$ cat config.mk
export PLATFORM = sky130hd
export DESIGN_NAME = sdram_cmd_decode
export DESIGN_NICKNAME = d
export VERILOG_FILES = /design/src/design/sdram_cmd_pkg.sv /design/src/design/bank_state_mem.sv /design/src/design/sdram_cmd_decode.sv
export VERILOG_INCLUDE_DIRS = /design/src /design/src/design
export SDC_FILE = /design/constraint.sdc
export NUM_CORES = 1
export LEC_CHECK = 0
export ABC_AREA = 1
export BUFFER_PORTS_ARGS = -buffer_cell sky130_fd_sc_hd__buf_2
export CAP_MARGIN = 20
export CORE_ASPECT_RATIO = 1.2
export CORE_MARGIN = 8
export CORE_UTILIZATION = 62
export CTS_CLUSTER_SIZE = 12
export DETAILED_ROUTE_END_ITERATION = 16
export PLACE_DENSITY = 0.93
export RECOVER_POWER = 50
export SETUP_SLACK_MARGIN = 0.1
export SLEW_MARGIN = 20
export SYNTH_ARGS = -nofsm -noshare
export SYNTH_HDL_FRONTEND = slang
export SYNTH_SLANG_ARGS = --single-unit
$ cat constraint.sdc
create_clock -name clock -period 2.3 [get_ports clock]
set_input_delay 0.115 -clock clock [delete_from_list [all_inputs] [get_ports clock]]
set_output_delay 0.115 -clock clock [all_outputs]
set_load 0.05 [all_outputs]
$ cat src/design/sdram_cmd_regs.svh
// Purpose: Constants for the command decode and power-state block.
// Assumes: Command pins sampled on the block clock after synchronisation.
// Notes: Times are given in memory clock cycles; SELF_REFRESH_INT is in block clock cycles.
`ifndef SDRAM_CMD_REGS_SVH
`define SDRAM_CMD_REGS_SVH
`define BANKS            8
`define BANK_W           3
`define ADDR_W           15
`define ADDR_AP_BIT      10
`define ADDR_BC_BIT      12
`define BURST_FULL       4'h4
`define BURST_CHOP       4'h2
`define EXIT_DELAY       10'h005
`define EXIT_DLL_DELAY   10'h200
`define BUSY_DELAY       10'h004
`define SELF_REFRESH_INT 10'h040
`define MR_FIXED_CHOP    2'h2
`define MR_ON_THE_FLY    2'h1
`endif

$ cat src/design/sdram_cmd_pkg.sv
// Purpose: Types for the command decode and power-state block.
// Assumes: Included constants header.
// Notes: States are one-hot.
package sdram_cmd_pkg;
	typedef enum logic [3:0] {
		CMD_MODE_SET = 4'h0, CMD_REFRESH = 4'h1, CMD_PRECHARGE = 4'h2, CMD_ACTIVATE = 4'h3,
		CMD_WRITE = 4'h4, CMD_READ = 4'h5, CMD_CALIBRATE = 4'h6, CMD_NO_OPERATION = 4'h7,
		CMD_DESELECT = 4'h8
	} command_t;
	typedef enum logic [4:0] {
		ST_IDLE         = 5'h01,
		ST_ACTIVE       = 5'h02,
		ST_ACTIVE_PD    = 5'h04,
		ST_PRECHARGE_PD = 5'h08,
		ST_SELF_REFRESH = 5'h10
	} power_state_t;
	typedef struct packed {
		logic        chip_select_b;
		logic        row_strobe_b;
		logic        column_strobe_b;
		logic        write_enable_b;
		logic        clock_enable;
		logic [2:0]  bank;
		logic [14:0] addr;
	} cmd_pins_t;
	typedef struct packed {
		command_t   cmd;
		logic [2:0] bank;
		logic       auto_precharge;
		logic       chop;
	} decoded_t;
endpackage

$ cat src/design/bank_state_mem.sv
// Purpose: Small per-bank open flag store with registered read.
// Assumes: One write and one read port on the block clock.
// Notes: All flags clear on reset.
`timescale 1ns/1ps
`include "sdram_cmd_regs.svh"
module bank_state_mem (
	input  wire logic               clock,
	input  wire logic               rst_b,
	input  wire logic               set_en,
	input  wire logic               clear_en,
	input  wire logic               clear_all,
	input  wire logic [`BANK_W-1:0] bank,
	output logic      [`BANKS-1:0]  open_q
);
	genvar gi;
	generate
		for (gi = 0; gi < `BANKS; gi++) begin : g_bank
			always_ff @(posedge clock or negedge rst_b) begin
				if (!rst_b) begin
					open_q[gi] <= 1'b0;
				end else if (set_en && int'(bank) == gi) begin
					open_q[gi] <= 1'b1;
				end else if (clear_all || (clear_en && int'(bank) == gi)) begin
					open_q[gi] <= 1'b0;
				end
			end
		end
	endgenerate
endmodule // bank_state_mem

$ cat src/design/sdram_cmd_decode.sv
// Purpose: Command decode and clock-enable power-state logic of the memory.
// Assumes: Memory clock arrives as a pin and is sampled by the block clock.
// Notes: Pins are synchronised through two flops before use.
`timescale 1ns/1ps
`include "sdram_cmd_regs.svh"
module sdram_cmd_decode
	import sdram_cmd_pkg::*;
(
	input  wire logic          clock,
	input  wire logic          rst_b,
	input  wire logic          mem_clock,
	input  wire cmd_pins_t     pins,
	input  wire logic          on_die_termination,
	input  wire logic [1:0]    burst_mode,
	output decoded_t           cmd_q,
	output logic               cmd_valid_q,
	output logic               mode_write_q,
	output logic [2:0]         mode_select_q,
	output power_state_t       state_q,
	output logic               burst_busy_q,
	output logic               refresh_pulse_q,
	output logic               termination_on_q,
	output logic               write_allowed_q,
	output logic               read_allowed_q,
	output logic               idle_q,
	output logic [`BANKS-1:0]  bank_open_q
);
	cmd_pins_t    pins_s1_q, pins_s2_q;
	logic [2:0]   mclk_q;
	logic         odt_s1_q, odt_s2_q;
	logic         cke_prev_q;
	logic         edge_w;
	decoded_t     dec_w;
	logic         sel_w;
	logic [3:0]   burst_cnt_q;
	logic [9:0]   wait_cnt_q;
	logic [9:0]   dll_cnt_q;
	logic [9:0]   sr_cnt_q;
	logic [`BANKS-1:0] open_w;

	always_ff @(posedge clock or negedge rst_b) begin
		if (!rst_b) begin
			pins_s1_q <= '0;
			pins_s2_q <= '0;
			mclk_q    <= 3'h0;
			odt_s1_q  <= 1'b0;
			odt_s2_q  <= 1'b0;
		end else begin
			pins_s1_q <= pins;
			pins_s2_q <= pins_s1_q;
			mclk_q    <= {mclk_q[1:0], mem_clock};
			odt_s1_q  <= on_die_termination;
			odt_s2_q  <= odt_s1_q;
		end
	end

	// Rising edge of the memory clock, seen after two sync flops.
	assign edge_w = mclk_q[1] && !mclk_q[2];

	always_comb begin
		dec_w.bank           = pins_s2_q.bank;
		dec_w.auto_precharge = pins_s2_q.addr[`ADDR_AP_BIT];
		dec_w.chop           = (burst_mode == `MR_ON_THE_FLY) ? !pins_s2_q.addr[`ADDR_BC_BIT] :
			(burst_mode == `MR_FIXED_CHOP);
		if (pins_s2_q.chip_select_b) begin
			dec_w.cmd = CMD_DESELECT;
		end else begin
			dec_w.cmd = command_t'({1'b0, pins_s2_q.row_strobe_b, pins_s2_q.column_strobe_b,
				pins_s2_q.write_enable_b});
		end
	end

	// Command is only acted upon with enable high on both edges and not in power saving.
	assign sel_w = edge_w && cke_prev_q && pins_s2_q.clock_enable &&
		(state_q == ST_IDLE || state_q == ST_ACTIVE);

	always_ff @(posedge clock or negedge rst_b) begin
		if (!rst_b) begin
			cke_prev_q <= 1'b0;
		end else if (edge_w) begin
			cke_prev_q <= pins_s2_q.clock_enable;
		end
	end

	always_ff @(posedge clock or negedge rst_b) begin
		if (!rst_b) begin
			cmd_q         <= '{cmd: CMD_DESELECT, bank: 3'h0, auto_precharge: 1'b0, chop: 1'b0};
			cmd_valid_q   <= 1'b0;
			mode_write_q  <= 1'b0;
			mode_select_q <= 3'h0;
		end else begin
			// No-operation and deselect register nothing new.
			cmd_valid_q  <= sel_w && dec_w.cmd != CMD_NO_OPERATION && dec_w.cmd != CMD_DESELECT;
			mode_write_q <= sel_w && dec_w.cmd == CMD_MODE_SET;
			if (sel_w && dec_w.cmd != CMD_NO_OPERATION && dec_w.cmd != CMD_DESELECT) begin
				cmd_q <= dec_w;
			end
			if (sel_w && dec_w.cmd == CMD_MODE_SET) begin
				mode_select_q <= dec_w.bank;
			end
		end
	end

	bank_state_mem u_banks (
		.clock     (clock),
		.rst_b     (rst_b),
		.set_en    (sel_w && dec_w.cmd == CMD_ACTIVATE),
		.clear_en  (sel_w && ((dec_w.cmd == CMD_PRECHARGE) ||
			((dec_w.cmd == CMD_READ || dec_w.cmd == CMD_WRITE) && dec_w.auto_precharge))),
		.clear_all (sel_w && dec_w.cmd == CMD_PRECHARGE && dec_w.auto_precharge),
		.bank      (dec_w.bank),
		.open_q    (open_w)
	);

	always_ff @(posedge clock or negedge rst_b) begin
		if (!rst_b) begin
			bank_open_q <= '0;
		end else begin
			bank_open_q <= open_w;
		end
	end

	// Burst counter in memory clock edges; nothing aborts it once started.
	always_ff @(posedge clock or negedge rst_b) begin
		if (!rst_b) begin
			burst_cnt_q <= 4'h0;
		end else if (sel_w && (dec_w.cmd == CMD_READ || dec_w.cmd == CMD_WRITE) && burst_cnt_q == 4'h0) begin
			burst_cnt_q <= dec_w.chop ? `BURST_CHOP : `BURST_FULL;
		end else if (edge_w && burst_cnt_q != 4'h0) begin
			burst_cnt_q <= burst_cnt_q - 4'h1;
		end
	end

	always_ff @(posedge clock or negedge rst_b) begin
		if (!rst_b) begin
			burst_busy_q <= 1'b0;
		end else begin
			burst_busy_q <= burst_cnt_q != 4'h0;
		end
	end

	// Power-state machine.
	always_ff @(posedge clock or negedge rst_b) begin
		if (!rst_b) begin
			state_q <= ST_IDLE;
		end else if (edge_w) begin
			case (state_q)
				ST_IDLE, ST_ACTIVE: begin
					if (cke_prev_q && !pins_s2_q.clock_enable) begin
						// Idle is judged without the enable term, which is already falling here.
						if (state_q == ST_IDLE && open_w == '0 && burst_cnt_q == 4'h0 && wait_cnt_q == 10'h000 &&
							dll_cnt_q == 10'h000 && dec_w.cmd == CMD_REFRESH) begin
							state_q <= ST_SELF_REFRESH;
						end else if (open_w == '0) begin
							state_q <= ST_PRECHARGE_PD;
						end else begin
							state_q <= ST_ACTIVE_PD;
						end
					end else if (open_w != '0) begin
						state_q <= ST_ACTIVE;
					end else begin
						state_q <= ST_IDLE;
					end
				end
				ST_ACTIVE_PD: begin
					if (pins_s2_q.clock_enable) begin
						state_q <= ST_ACTIVE;
					end
				end
				ST_PRECHARGE_PD: begin
					if (pins_s2_q.clock_enable) begin
						state_q <= ST_IDLE;
					end
				end
				ST_SELF_REFRESH: begin
					state_q <= ST_SELF_REFRESH;
				end
				default: begin
					state_q <= ST_IDLE;
				end
			endcase
		end else if (state_q == ST_SELF_REFRESH && pins_s2_q.clock_enable) begin
			state_q <= ST_IDLE;
		end
	end

	// Exit delay counters, counted in memory clock edges.
	always_ff @(posedge clock or negedge rst_b) begin
		if (!rst_b) begin
			wait_cnt_q <= 10'h000;
			dll_cnt_q  <= 10'h000;
		end else if (state_q == ST_SELF_REFRESH && pins_s2_q.clock_enable) begin
			wait_cnt_q <= `EXIT_DELAY;
			dll_cnt_q  <= `EXIT_DLL_DELAY;
		end else if (edge_w && (state_q == ST_ACTIVE_PD || state_q == ST_PRECHARGE_PD) &&
			pins_s2_q.clock_enable) begin
			wait_cnt_q <= `BUSY_DELAY;
		end else if (edge_w) begin
			if (wait_cnt_q != 10'h000) begin
				wait_cnt_q <= wait_cnt_q - 10'h001;
			end
			if (dll_cnt_q != 10'h000) begin
				dll_cnt_q <= dll_cnt_q - 10'h001;
			end
		end
	end

	// Internal refresh only while in self refresh; never in power-down.
	always_ff @(posedge clock or negedge rst_b) begin
		if (!rst_b) begin
			sr_cnt_q        <= 10'h000;
			refresh_pulse_q <= 1'b0;
		end else if (state_q == ST_SELF_REFRESH) begin
			refresh_pulse_q <= sr_cnt_q == `SELF_REFRESH_INT;
			sr_cnt_q        <= (sr_cnt_q == `SELF_REFRESH_INT) ? 10'h000 : sr_cnt_q + 10'h001;
		end else begin
			sr_cnt_q        <= 10'h000;
			refresh_pulse_q <= sel_w && dec_w.cmd == CMD_REFRESH && pins_s2_q.clock_enable;
		end
	end

	always_ff @(posedge clock or negedge rst_b) begin
		if (!rst_b) begin
			termination_on_q <= 1'b0;
			write_allowed_q  <= 1'b0;
			read_allowed_q   <= 1'b0;
			idle_q           <= 1'b0;
		end else begin
			termination_on_q <= odt_s2_q && state_q != ST_SELF_REFRESH;
			write_allowed_q  <= dll_cnt_q == 10'h000 && wait_cnt_q == 10'h000 && state_q != ST_SELF_REFRESH;
			read_allowed_q   <= dll_cnt_q == 10'h000 && wait_cnt_q == 10'h000 && state_q != ST_SELF_REFRESH;
			idle_q           <= open_w == '0 && burst_cnt_q == 4'h0 && pins_s2_q.clock_enable &&
				wait_cnt_q == 10'h000 && dll_cnt_q == 10'h000 && state_q == ST_IDLE;
		end
	end
endmodule // sdram_cmd_decode

Yosys cells after proc, flatten, opt, wreduce, memory -nomap -nowiden
Cells that the tools add are included.
{ "totals": {"register_bits": 122, "latchBits": 0, "mem_bits_rw": 0, "rom_bits": 0, "in_bits": 29, "output_inout_bits": 33, "word_cells": 207, "mem_count": 0} }
{ "classes": {"n_addsub": 4, "multipliers": 0, "div_mod_pow": 0, "order_cmp": 0, "eq_ne": 26, "shifts": 0, "mux": 41, "bitwise": 0, "n_reduce_logical": 92} }
{ "ops": {"columns": ["operator", "n"], "rows": [
  ["two-way mux 10 bit", 10],
  ["logical AND 1 bit", 50],
  ["two-way mux 5 bit", 6],
  ["nonzero test 2 bit", 11],
  ["zero test 10 bit", 2],
  ["one-hot mux 5 bit (4 select lines)", 1],
  ["nonzero test 10 bit", 2],
  ["subtractor 10 x 1 -> 10 bit, second input constant", 2],
  ["two-way mux 1 bit", 18],
  ["two-way mux 4 bit", 4],
  ["equality test 3 bit, second input constant", 4],
  ["logical OR 1 bit", 12],
  ["adder 10 x 1 -> 10 bit, second input constant", 1],
  ["equality test 10 x 7 -> 1 bit, second input constant", 1],
  ["equality test 4 x 2 -> 1 bit, second input constant", 2],
  ["equality test 4 x 3 -> 1 bit, second input constant", 2],
  ["zero test 4 bit", 2],
  ["zero test 8 bit", 1],
  ["nonzero test 8 bit", 1],
  ["equality test 3 x 2 -> 1 bit, second input constant", 2],
  ["!= test 3 bit, second input constant", 2],
  ["AND reduction 3 bit", 2],
  ["nonzero test 3 bit", 2],
  ["equality test 5 x 1 -> 1 bit, second input constant", 1],
  ["20 further kinds", 22]
]} }

Logic depth before layout (Yosys ltp)
Gate-level depths: netlist (run 1).
{ "logic_depth": {"word_depth": 10, "ltp_mapped": 12, "mapped_depth_nobuf": 12} }

Hierarchy
A second synthesis (run 1) with hierarchy kept.
{ "hier_totals": {"cells_unflattened": 525, "area_unflattened_um2": 4673.2} }
{ "by_module_without_submodules": {"columns": ["mod", "instances", "cells_each", "area_each_um2", "seq_area_each_um2"], "rows": [
  ["sdram_cmd_decode", 1, 459, 4172.8, 2304.7],
  ["bank_state_mem", 1, 66, 500.5, 200.2]
]} }

Worst setup path before layout (run 1)
No wires, ideal clock.
{ "synth_timing": {"kind": "reg2reg", "from": "reg state_q[1]", "to": "reg cmd_q[4] (netlist bit)", "setup_ps": 121, "arrival_ps": 1636, "required_ps": 2179, "slack_ps": 543, "path_stages_with_launch": 11, "n_path_buf": 1, "synth_period_minus_slack_ps": 1757, "cell_sequence": "dfrtp_1 -> inv_1 -> nand2_1 -> nand2_1 -> nor2_4 -> nand2_2 -> nor2_4 -> nand2_2 -> buf_6 -> nand2_2 -> o21ai_2"} }
{ "synth_between": {"elab_chain_cells": 5, "word_cells_on_any_way": 6, "classes_between": "eq/ne: 2; reduce/logical: 4"} }
{ "synth_rtl": {"columns": ["item", "line_no", "source"], "rows": [
  ["from (decl)", "sdram_cmd_decode.sv:19", "output power_state_t state_q,"],
  ["from (signal assigned)", "sdram_cmd_decode.sv:145", "state_q <= ST_IDLE;"],
  ["from (signal assigned)", "sdram_cmd_decode.sv:153", "state_q <= ST_SELF_REFRESH;"],
  ["from (signal assigned)", "sdram_cmd_decode.sv:155", "state_q <= ST_PRECHARGE_PD;"],
  ["equality test 5 x 1 -> 1 bit / equality test 5 x 2 -> 1 bit (equally long branches)", "sdram_cmd_decode.sv:75", "(state_q == ST_IDLE || state_q == ST_ACTIVE);"],
  ["logical OR 1 bit *", "sdram_cmd_decode.sv:75", null],
  ["logical AND 1 bit *", "sdram_cmd_decode.sv:74", "assign sel_w = edge_w && cke_prev_q && pins_s2_q.clock_enable &&"],
  ["logical AND 1 bit * (2 in a row)", "sdram_cmd_decode.sv:95", "if (sel_w && dec_w.cmd != CMD_NO_OPERATION && dec_w.cmd != CMD_DESELECT) begin"],
  ["to (signal assigned)", "sdram_cmd_decode.sv:87", "cmd_q <= '{cmd: CMD_DESELECT, bank: 3'h0, auto_precharge: 1'b0, chop: 1'b0};"],
  ["to (signal assigned)", "sdram_cmd_decode.sv:96", "cmd_q <= dec_w;"],
  ["to (decl)", "sdram_cmd_decode.sv:15", "output decoded_t cmd_q,"]
]} }
Every way passes the cells marked *; elsewhere a longest branch is shown, timed or not.
A chain may end at the register's enable or synchronous reset.

Final worst setup path (run 1)
{ "layout_timing": {"from": "reg mclk_q[2]", "to": "reg burst_cnt_q[2]"} }
{ "layout_between": {"elab_chain_cells": 8, "word_cells_on_any_way": 10, "classes_between": "mux: 1; reduce/logical: 9"} }
{ "layout_rtl": {"columns": ["item", "line_no", "source"], "rows": [
  ["from (decl)", "sdram_cmd_decode.sv:29", "logic [2:0] mclk_q;"],
  ["from (signal assigned)", "sdram_cmd_decode.sv:51", "mclk_q <= {mclk_q[1:0], mem_clock};"],
  ["zero test 1 bit *", "sdram_cmd_decode.sv:58", "assign edge_w = mclk_q[1] && !mclk_q[2];"],
  ["logical AND 1 bit *", "sdram_cmd_decode.sv:58", null],
  ["logical AND 1 bit (3 in a row)", "sdram_cmd_decode.sv:74", null],
  ["logical AND 1 bit (2 in a row)", "sdram_cmd_decode.sv:127", "end else if (sel_w && (dec_w.cmd == CMD_READ || dec_w.cmd == CMD_WRITE) && burst_cnt_q == 4'h0) begin"],
  ["two-way mux 4 bit / nonzero test 2 bit (equally long branches)", null, null],
  ["to (signal assigned)", "sdram_cmd_decode.sv:128", "burst_cnt_q <= dec_w.chop ? `BURST_CHOP : `BURST_FULL;"],
  ["to (signal assigned)", "sdram_cmd_decode.sv:130", "burst_cnt_q <= burst_cnt_q - 4'h1;"],
  ["to (decl)", "sdram_cmd_decode.sv:35", "logic [3:0] burst_cnt_q;"]
]} }
Marked as above.

==> metrics, run 1 <==
Final WS setup=roughly 460 ps; synthesis-stage register bit count=100; Clock power frac=0.223; clock skew=19.1 ps; vias in the first global route=3814; minimum clock period=1840 ps; most frequent cells in the layout=103 x nand2_1, 98 x dfrtp_1, 56 x inv_1, 55 x nor2_1, 47 x buf_2; Post-Route WL=10300 um; r2r startpoint=mclk_q[2]$_DFF_PN0_; max-cap violation count=0; RSZ-0062 raised after global routing=no; register area share after synthesis=0.536; row count=34; internal power=0.00303 W; met3 WL=545 um; final number of hold-violating endpoints=0; Post-Syn Area per Cell=9.21 um^2; syn nets=545; switching part of the total=0.389; drt pass-1 iters=5; initial core utilization=0.643; CTS Sinks=100; WL met1=3950 um; Arrival @ worst endpoint=2100 ps; CTS tree=built; Max Clk Rate=544 MHz; CP Max Fanout=11; clk_lat worst skew=370 ps; Least-Margin Pin Slew=between 900 and 1000 ps; Placed Cells=roughly 640; register share of total power=0.451; Worst Setup EP=burst_cnt_q[2]$_DFFE_PN0P_; antenna viol nets, final=0; Ys Warns=0; Lkg Pwr=2.72 nW; DRC=0; initial antenna violation count=0; die area=approximately 0.011 mm^2; Hold WS=140 ps; top sig layer=met4; Detailed Route Iter0 Violations=~250; Reg2Reg Depth=9; first-pass GRT wire length=17100 um; pre-CTS setup slack=between 400 and 500 ps; Synth Instances=508; CTS buffer count=9; Cell Pwr Density=roughly 930 mW/mm^2; pin count of the biggest net entering global routing=70; combinational share of power=0.326; area delta synth->final=13.8%; Hold Path Class=in -> reg; Required @ worst endpoint=2560 ps; routed vias=3724; Netlist cell types=38; Worst setup startpoint=mclk_q[2]$_DFF_PN0_; post-CTS setup buffer count=0; vias per cell=around 5.5; slew margin rel.=0.384; Synth Cell Area=0.00468 mm^2; die extent in x=95.3 um; Max Root-Sink Buffers=2; Final period util=0.800; Met2 Routed Length=between 5000 and 6000 um; nets=614; critical path startpoint category=register; Die H=approximately 110 um; Remaining Overflow, GRT=0; most common flop cell mapped by yosys=dfrtp_1; layout cells sized above 1=0.210; TNS Setup=0 ps; I/O Buffers=48; filler-free cell count of the finished design=672; classification of the worst setup path=reg -> reg; FF-to-FF End=burst_cnt_q[2]$_DFFE_PN0P_; FFs w/ async S/R, synth=1.00; post-DP HPWL=around 7200 um; net switching power=roughly 0.0019 W; CTS root buffer=clkbuf_8; Reg2Reg Setup Slack=~460 ps; max-slew violations=0; clock-pin transition on the worst setup and hold timing paths=100 ps; # diodes=0; Core Footprint=just over 0.007 mm^2; gr usage total=0.202; IO Count=62; # H-tree levels=3; Setup violations, final=0; maximum vdd drop=0.748 mV; drt wl/cell=15.3 um; gpl congestion=between 0.8 and 0.9; Critical Path Sink Type=register; commonest non-fill, non-tap cell in the layout=nand2_1; Post-synth EDFFs=0; outcome=finished clean
[final cells by class]
class                   count  area [um^2]
clock buffers              10          138
clock inverters             6         57.6
multi-input cells         336         1870
repair buffers             64          395
flip-flops and latches    100         2500
inverters                  66          250
fillers                   469         1950
well taps                  90          113
[how the worst min path moves through the flow]
stage | startpoint | end | slack [ps] | cells after the start
final | burst_mode[1] | cmd_q[0]$_DFFE_PN0P_ | 140 | 3
after global routing | burst_mode[1] | cmd_q[0]$_DFFE_PN0P_ | 140 | 3
after CTS | burst_mode[1] | cmd_q[0]$_DFFE_PN0P_ | 140 | 3
after detailed placement | rst_b | mode_select_q[0]$_DFFE_PN0P_ | 70 | 1
after global placement | rst_b | pins_s1_q[15]$_DFF_PN0_ | 70 | 1
after floorplan | rst_b | bank_open_q[0]$_DFF_PN0_ | -180 | 0
[cells by family (layout without fill, tap and decap cells)]
| logic type | after synthesis | count (layout) | share of synthesized area |
|---|---|---|---|
| compound gates | 48 | 48 | 0.0677 |
| flops | 100 | 100 | 0.536 |
| xor+xnor | 21 | 21 | 0.0393 |
| simple gates | 259 | 259 | 0.270 |
| fa+ha+maj | 8 | 8 | 0.0214 |
| buf+inv | 72 | 146 | 0.0655 |
[worst max-delay path, stage by stage, from the launching register on]
cell and delay [ps]:
dfrtp_1 410, nor2_4 250, nand3_1 220, nor2_1 160, buf_4 200, nand3_1 150
nand2_1 160, inv_1 70, nand2_1 60, nand2_1 60
[flip-flops by register name (all words and copies together), names as in the netlist, 3 cells and up]
| name | count |
|---|---|
| pins_s1_q | 10 |
| u_banks.open_q | 8 |
| cmd_q | 9 |
| sr_cnt_q | 10 |
| mclk_q | 3 |
| wait_cnt_q | 10 |
| dec_w | 4 |
| dll_cnt_q | 10 |
| burst_cnt_q | 4 |
| bank_open_q | 8 |
| pins_s2_q | 6 |
| state_q | 5 |
| mode_select_q | 3 |
[repair_timing]
item                                   4_1_cts  5_1_grt
hold buffers                                13        0
resized for setup                            0        0
endpoints found under the hold margin       43        0
[layer usage]
layer	vias up	global-route usage
met3	26	0.0434
met4	0	0.0866
met1	1802	0.225
met2	131	0.355
met5	-	0
li1	1765	-
[synthesized netlist by cell type, types with 4 or more instances]
library cell | n | share of area
nand2_1 | 103 | 0.083
dfrtp_1 | 98 | 0.52
inv_1 | 56 | 0.045
nor2_1 | 55 | 0.044
nand3_1 | 45 | 0.048
nor3_1 | 18 | 0.019
o21ai_1 | 18 | 0.019
xor2_1 | 17 | 0.032
o21ai_2 | 14 | 0.026
nand2_2 | 10 | 0.013
ha_1 | 8 | 0.021
inv_2 | 8 | 0.0064
o21ai_0 | 6 | 0.0064
nand4_1 | 4 | 0.0053
nor2_4 | 4 | 0.0096
nor4_1 | 4 | 0.0053
xnor2_1 | 4 | 0.0075
[through the flow]
stage | area [um^2] | utilization | power (W)
floorplan | 4680 | - | 0.00347
global placement | 5010 | 0.689 | 0.00373
detailed placement | 5010 | 0.689 | 0.00385
CTS | 5340 | 0.734 | 0.00495
global route | 5320 | 0.732 | 0.00526
finish | 5320 | 0.732 | 0.00497
[power by group through the flow]
stage | sequential [W] | clock [W] | combinational [W]
final | 0.00224 | 0.00111 | 0.00162
after global routing | 0.00227 | 0.00118 | 0.00180
after CTS | 0.00223 | 0.00111 | 0.00161
after detailed placement | 0.00226 | 0 | 0.00158
after global placement | 0.00225 | 0 | 0.00148
after floorplan | 0.00241 | 0 | 0.00106
No activity file was read; power rests on OpenSTA's default activity.
==> run 2: changes to the inputs <==
--- a/config.mk
+++ b/config.mk
@@ -11,10 +11,10 @@
 export CAP_MARGIN = 20
 export CORE_ASPECT_RATIO = 1.2
 export CORE_MARGIN = 8
-export CORE_UTILIZATION = 62
+export CORE_UTILIZATION = 52
 export CTS_CLUSTER_SIZE = 12
 export DETAILED_ROUTE_END_ITERATION = 16
-export PLACE_DENSITY = 0.93
+export PLACE_DENSITY = 0.84
 export RECOVER_POWER = 50
 export SETUP_SLACK_MARGIN = 0.1
 export SLEW_MARGIN = 20
==> constraint.sdc (replaced) <==
create_clock -name clock -period 1.5 [get_ports clock]
set_input_delay 0.075 -clock clock [delete_from_list [all_inputs] [get_ports clock]]
set_output_delay 0.075 -clock clock [all_outputs]
set_load 0.05 [all_outputs]
==> run 2 against run 1 <==
  * The flow now finishes with violations (setup timing)
  * Routed wire length is 25% higher
  * Cell count is 15% higher
  * Final area is 22% higher
  * Worst hold slack worse by 75 ps
  * Clock power is 49% higher
  * Critical path depth is 2 higher
  * Critical path type unchanged
==> metrics, run 2 (same netlist as run 1, synthesis figures left out) <==
classification of the worst setup path=reg -> reg; routed vias=4163 (+12%); vias in the first global route=4434 (+16%); clk_lat worst skew=380 ps (about the same); final core utilization=0.729 (-0.00275); minimum clock period=1710 ps (-132 ps); commonest non-fill, non-tap cell in the layout=dfrtp_1; Setup violations, final=51 (+51); final instance area=0.00648 mm^2 (+22%); CTS buffer count=9 (unchanged); IO Count=62 (unchanged); Hold Path Class=in -> reg; I/O Buffers=48 (unchanged); Final WS setup=-207 ps (-668 ps); die area=0.0123 mm^2 (+16%); die extent in x=103 um (+7.7%); maximum vdd drop=1.04 mV (+39%); # H-tree levels=3 (unchanged); TNS Setup=-5930 ps (-5930 ps); Final period util=1.14 (+0.338); slowest CP cell=dfstp_4; Placed Area=0.00546 mm^2 (+9.0%); Remaining Overflow, GRT=0 (unchanged); gr usage total=0.215 (+0.0130); CTS root buffer=clkbuf_8; met3 WL=636 um (+17%); Lkg Pwr=3.16 nW (+17%); Post-Route WL=12800 um (+25%); RSZ-0062 raised after global routing=yes; clock-pin transition on the worst setup and hold timing paths=100 ps (about the same); initial antenna violation count=0 (unchanged); CP max stage delay=660 ps (+250 ps); area delta synth->final=38.6%; initial core utilization=0.526 (-0.117); CP Cell Sequence=inv_4, nand2_4, nand2_2, nor2_4, nand2_2, nor2_4, buf_6, nand2_8, clkinv_4, nor2_1, nor2_1; vias per cell=5.37 (-3.1%); Core Footprint=0.00889 mm^2 (+22%); row count=38 (+12%); Reg area=0.00252 mm^2 (+0.55%); Least-Margin Pin Slew=587 ps (-337 ps); layout cells sized above 1=0.417 (+0.207); CTS tree=built; antenna viol nets, final=0 (unchanged); max-cap violation count=0 (unchanged); outcome=complete, but fails checks; slew margin rel.=0.609 (+0.225); Required @ worst endpoint=1810 ps (-750 ps); most frequent cells in the layout=92 x dfrtp_1, 80 x nand2_1, 52 x buf_4, 45 x nor2_1, 45 x buf_2; Max Clk Rate=586 MHz (+7.7%); Cell Pwr Density=1360 mW/mm^2 (+45%); CP Max Fanout=8 (-3); clock skew=9.67 ps (-9.39 ps); post-DP HPWL=7560 um (+4.5%); top sig layer=met4; DRC=0 (unchanged); max-slew violations=0 (unchanged); Die H=120 um (+7.9%); Met2 Routed Length=6920 um (+23%); drt wl/cell=16.6 um (+8.0%); Detailed Route Iter0 Violations=319 (+29%); Max Root-Sink Buffers=2 (unchanged); final number of hold-violating endpoints=0 (unchanged); Filler Cell Count=537 (+14%); gpl congestion=0.867 (-2.0%); Arrival @ worst endpoint=2020 ps (-80 ps); # diodes=0 (unchanged); critical path startpoint category=register; WL met1=4890 um (+24%); Critical Path Sink Type=register; drt pass-1 iters=5 (unchanged); first-pass GRT wire length=20900 um (+22%); pin count of the biggest net entering global routing=45 (-36%); failing checks=setup timing; nets=687 (+12%); multi-input logic area=0.00232 mm^2 (+24%); CTS Sinks=100 (unchanged)
-- run 2: cell count changes in the layout (fill, tap and decap cells not counted), moves of 6 or more --
cell     previous run  this run
inv_1              56        44
dfrtp_1            98        92
ha_1                8         2
nand2_2            10        21
buf_4               3        52
nand3_1            45        39
nor2_1             55        45
buf_6               0        17
nand2_1           103        80
inv_2               8        16
nand2_4             3        14
-- run 2: layout make-up --
type | count | area share
clock buffer | 10 | 0.0212
timing repair buffer | 134 | 0.160
tap | 120 | 0.0232
inverter | 66 | 0.0417
clock inverter | 6 | 0.00753
multi-input combinational | 339 | 0.357
sequential | 100 | 0.389
-- run 2: timing repair --
action,4_1_cts,5_1_grt
hold buffers,13,0
gates cloned,4,0
gates resized for setup,99,33
buffers inserted,16,6
endpoints found under the hold margin,110,0
pin swaps,24,16
setup endpoints to repair,61,66
-- run 2: path summary, 6_finish.rpt --
path / from / end / slack, ps / depth (start not counted)
max: state_q[0]$_DFFE_PN1P_ / cmd_q[7]$_DFFE_PN0P_ / -210 / 11
min: burst_mode[1] / cmd_q[0]$_DFFE_PN0P_ / 60 / 3
max reg2reg: state_q[0]$_DFFE_PN1P_ / cmd_q[7]$_DFFE_PN0P_ / -210 / 11
min reg2reg: pins_s1_q[10]$_DFF_PN0_ / dec_w[1]$_DFF_PN0_ / 360 / 0
max in group asynchronous: rst_b / mode_select_q[0]$_DFFE_PN0P_ / 240 / 3
min in group asynchronous: rst_b / sr_cnt_q[6]$_DFF_PN0_ / 220 / 2
-- run 2: per-stage QoR --
stage               hold WS (ps)  total power [W]  setup slack [ps]  instances
global route                 118          0.00926              -281        775
finish                      64.4          0.00879              -207        775
floorplan                   -221          0.00535              -168        508
detailed placement          1.27          0.00639              -161        720
global placement            3.06          0.00622             -92.5        720
CTS                         53.8          0.00857              -140        769
-- run 2: critical path: cells and delay by family, from the launching register on --
| kind | cells | cell delay, ps |
|---|---|---|
| AND/OR/NAND/NOR | 8 | 720 |
| flip-flops | 1 | 660 |
| buffers and inverters | 3 | 250 |
-- run 2: metal layers --
| layer | up-vias | global-route usage |
|---|---|---|
| li1 | 1923 | - |
| met1 | 2032 | 0.235 |
| met2 | 167 | 0.380 |
| met3 | 41 | 0.0469 |
| met4 | 0 | 0.105 |
| met5 | - | 0 |
-- run 2: power breakdown --
part | switching, W | internal (W) | leakage, nW
Sequential | 0.000331 | 0.00311 | 1.27
Combinational | 0.00215 | 0.00155 | 1.80
Clock | 0.000988 | 0.000663 | 0.0904
Total | 0.00347 | 0.00532 | 3.16
==> run 3: changes to the inputs <==
--- a/config.mk
+++ b/config.mk
@@ -20,4 +20,5 @@
 export SLEW_MARGIN = 20
 export SYNTH_ARGS = -nofsm -noshare
 export SYNTH_HDL_FRONTEND = slang
+export SYNTH_HIERARCHICAL = 1
 export SYNTH_SLANG_ARGS = --single-unit
==> run 3 against run 2 <==
  * The run still ends with setup timing left
  * Routed wire length up 10%
  * Register-to-register slack worse by 160 ps
  * Flip-flop and latch count is the same
  * Maximum frequency decreased by 8.8%
  * Sequential power up 3%
  * Via count increased by 7.5%
  * Largest power group unchanged
==> metrics, run 3 <==
drt wl/cell=17.6 um (+6.3%); I/O Buffers=48 (unchanged); clk_lat worst skew=380 ps (about the same); Hold Path Class=in -> async; # diodes=0 (unchanged); Final WS setup=-371 ps (-164 ps); CP max stage delay=650 ps (about the same); final instance area=0.00659 mm^2 (+1.6%); ranking of synthesized cells by area=dfrtp_1 52%, nand2_1 8.0%, nor2_1 5.5%; initial core utilization=0.526 (about the same); first-pass GRT wire length=19000 um (-9.1%); CTS buffer count=9 (unchanged); vias per cell=5.56 (+3.5%); Ys Warns=6 (+6); Required @ worst endpoint=1780 ps (-30 ps); syn nets=562 (+3.1%); minimum clock period=1870 ps (+164 ps); max-slew violations=0 (unchanged); # H-tree levels=3 (unchanged); Crit path max-delay family=simple AND/OR/NAND/NOR gates; commonest non-fill, non-tap cell in the layout=dfrtp_1; count leader, synth=nand2_1; Setup violations, final=51 (unchanged); Arrival @ worst endpoint=2150 ps (+130 ps); r2r startpoint=state_q[0]$_DFFE_PN1P_; Synth Cell Area=0.00467 mm^2 (about the same); IO Count=62 (unchanged); Die H=120 um (about the same); Max Clk Rate=534 MHz (-8.8%); switching part of the total=0.404 (+0.00905); Filler Cell Count=538 (+0.19%); TNS Setup=-13510 ps (-7580 ps); final core utilization=0.741 (+0.0115); Cell Pwr Density=1380 mW/mm^2 (+1.7%); gpl congestion=0.913 (+5.3%); nets=717 (+4.4%); pin count of the biggest net entering global routing=59 (+31%); Lkg Pwr=3.31 nW (+4.5%); row count=38 (unchanged); Reg2Reg Setup Slack=-370 ps (-160 ps); critical path startpoint category=register; CTS Sinks=100 (unchanged); classification of the worst setup path=reg -> reg; initial antenna violation count=0 (unchanged); Synth Instances=525 (+3.3%); Placed Area=0.00556 mm^2 (+1.8%); failing checks=setup timing; post-synth top area cell=dfrtp_1; die extent in x=103 um (about the same); die area=0.0123 mm^2 (about the same); routed vias=4477 (+7.5%); worst path bufs/invs=3 (unchanged); antenna viol nets, final=0 (unchanged); CTS root buffer=clkbuf_8; drt pass-1 iters=7 (+2); net switching power=0.00367 W (+5.7%); maximum vdd drop=1.05 mV (+1.4%); total power=0.00908 W (+3.3%); synthesis-stage register bit count=100 (unchanged); CTS tree=built; Max Root-Sink Buffers=2 (unchanged); post-DP HPWL=7920 um (+4.8%); slowest CP cell=dfstp_4; outcome=complete, but fails checks; Worst setup startpoint=state_q[0]$_DFFE_PN1P_; RSZ-0062 raised after global routing=yes; vias in the first global route=4341 (-2.1%); internal power=0.00542 W (+1.8%); register area share after synthesis=0.536 (about the same); clock skew=13.0 ps (+3.33 ps); Least-Margin Pin Slew=991 ps (+405 ps); Clock power frac=0.180 (-0.008); Post-Route WL=14200 um (+10%); Final period util=1.25 (+0.110); slew margin rel.=0.339 (-0.270); clock-pin transition on the worst setup and hold timing paths=100 ps (about the same); combinational share of power=0.430 (+0.009); Detailed Route Iter0 Violations=397 (+24%); Crit path depth=12 (+1); Synth top cells by count=100 x nand2_1, 98 x dfrtp_1, 69 x nor2_1, 68 x inv_1, 39 x nand3_1; FFs w/ async S/R, synth=1.00 (unchanged); pre-CTS setup slack=-291 ps (-130 ps); CP Cell Sequence=inv_4, nand2_4, nand2_4, nor2_8, inv_4, nor2_4, nand3_2, o31ai_2, buf_4, nand4_1, nand2_1, nand2_1; max-cap violation count=0 (unchanged); most frequent cells in the layout=90 x dfrtp_1, 83 x nand2_1, 76 x buf_4, 59 x inv_1, 56 x nor2_1; most common flop cell mapped by yosys=dfrtp_1; Core Footprint=0.00889 mm^2 (unchanged); area delta synth->final=40.9%; Post-Syn Area per Cell=8.90 um^2 (-3.3%); layout cells sized above 1=0.407 (-0.00949); FF-to-FF End=u_banks/open_q[2]$_DFFE_PN0P_; Reg2Reg Depth=12 (+1); Post-synth EDFFs=0 (unchanged); register share of total power=0.390 (about the same); Remaining Overflow, GRT=0 (unchanged); post-synth top area share=0.525 (about the same); gr usage total=0.195 (-0.0197); DRC=0 (unchanged); Critical Path Sink Type=register; Netlist cell types=38 (unchanged); final number of hold-violating endpoints=0 (unchanged); CP Max Fanout=8 (unchanged)
[run 3: cell count changes in the layout (fill, tap and decap cells not counted), sizes merged, moves of 4 or more]
cell / change
buf: +22
nand4: +22
nor2: +14
o21ai: -13
inv: +12
nand2: -12
nand3: -6
xor2: -6
xnor2: +4
[run 3: worst reg2reg max path: stages (launching register included)]
cell and delay [ps]:
dfstp_4 650, inv_4 40, nand2_4 70, nand2_4 60, nor2_8 120, inv_4 50, nor2_4 130, nand3_2 90
o31ai_2 80, buf_4 200, nand4_1 120, nand2_1 120, nand2_1 50
[run 3: routing by layer]
layer,GRT usage,wire length (um),vias up
met2,0.343,7410,262
met4,0.106,648,0
met3,0.0371,970,72
met5,0,0,-
li1,-,-,1981
met1,0.215,5140,2162
[run 3: timing repair]
action / CTS / global route
buffers inserted: 16 / 20
gates resized for setup: 38 / 85
hold buffers: 13 / 0
pin swaps: 12 / 24
endpoints found under the hold margin: 112 / 0
gates cloned: 2 / 1
setup endpoints to repair: 62 / 65
[run 3: layout make-up]
class                           instances  area [um^2]  share of cell area
Sequential cell                       100         2520               0.382
Clock inverter                          4         33.8             0.00513
Clock buffer                           12          145              0.0220
Inverter                               76          303              0.0460
Timing Repair Buffer                  155         1170               0.178
Tap cell                              120          150              0.0228
Timing Repair inverter                  1         7.51             0.00114
Multi-Input combinational cell        337         2260               0.343
[run 3: power by group through the flow]
stage	clock [W]	combinational [W]	sequential, W
after floorplan	0	0.00174	0.00380
after global placement	0	0.00293	0.00350
after detailed placement	0	0.00305	0.00352
after CTS	0.00164	0.00322	0.00347
after global routing	0.00174	0.00422	0.00358
final	0.00163	0.00391	0.00354
[run 3: per-stage QoR]
step | hold WS [ps] | instances
5_1_grt | 32.9 | 805
4_1_cts | 19.8 | 785
6_report | 13.6 | 805
3_3_place_gp | -119 | 741
2_1_floorplan | -221 | 525
3_5_place_dp | -118 | 741
[run 3: worst max path at each step]
| stage | to | slack [ps] |
|---|---|---|
| final | u_banks/open_q[2]$_DFFE_PN0P_ | -370 |
| after global routing | u_banks/open_q[2]$_DFFE_PN0P_ | -460 |
| after CTS | u_banks/open_q[3]$_DFFE_PN0P_ | -270 |
| after detailed placement | u_banks/open_q[3]$_DFFE_PN0P_ | -290 |
| after global placement | u_banks/open_q[7]$_DFFE_PN0P_ | -230 |
| after floorplan | u_banks/open_q[1]$_DFFE_PN0P_ | -330 |
[run 3: cells by family after synthesis]
group                      share of synthesized area
DFF                                            0.536
adders and majority gates                     0.0214
buffers and inverters                         0.0825
and+or+nand+nor                                0.280
xor gates and xnor gates                      0.0356
AOI/OAI and AO/OA                             0.0444
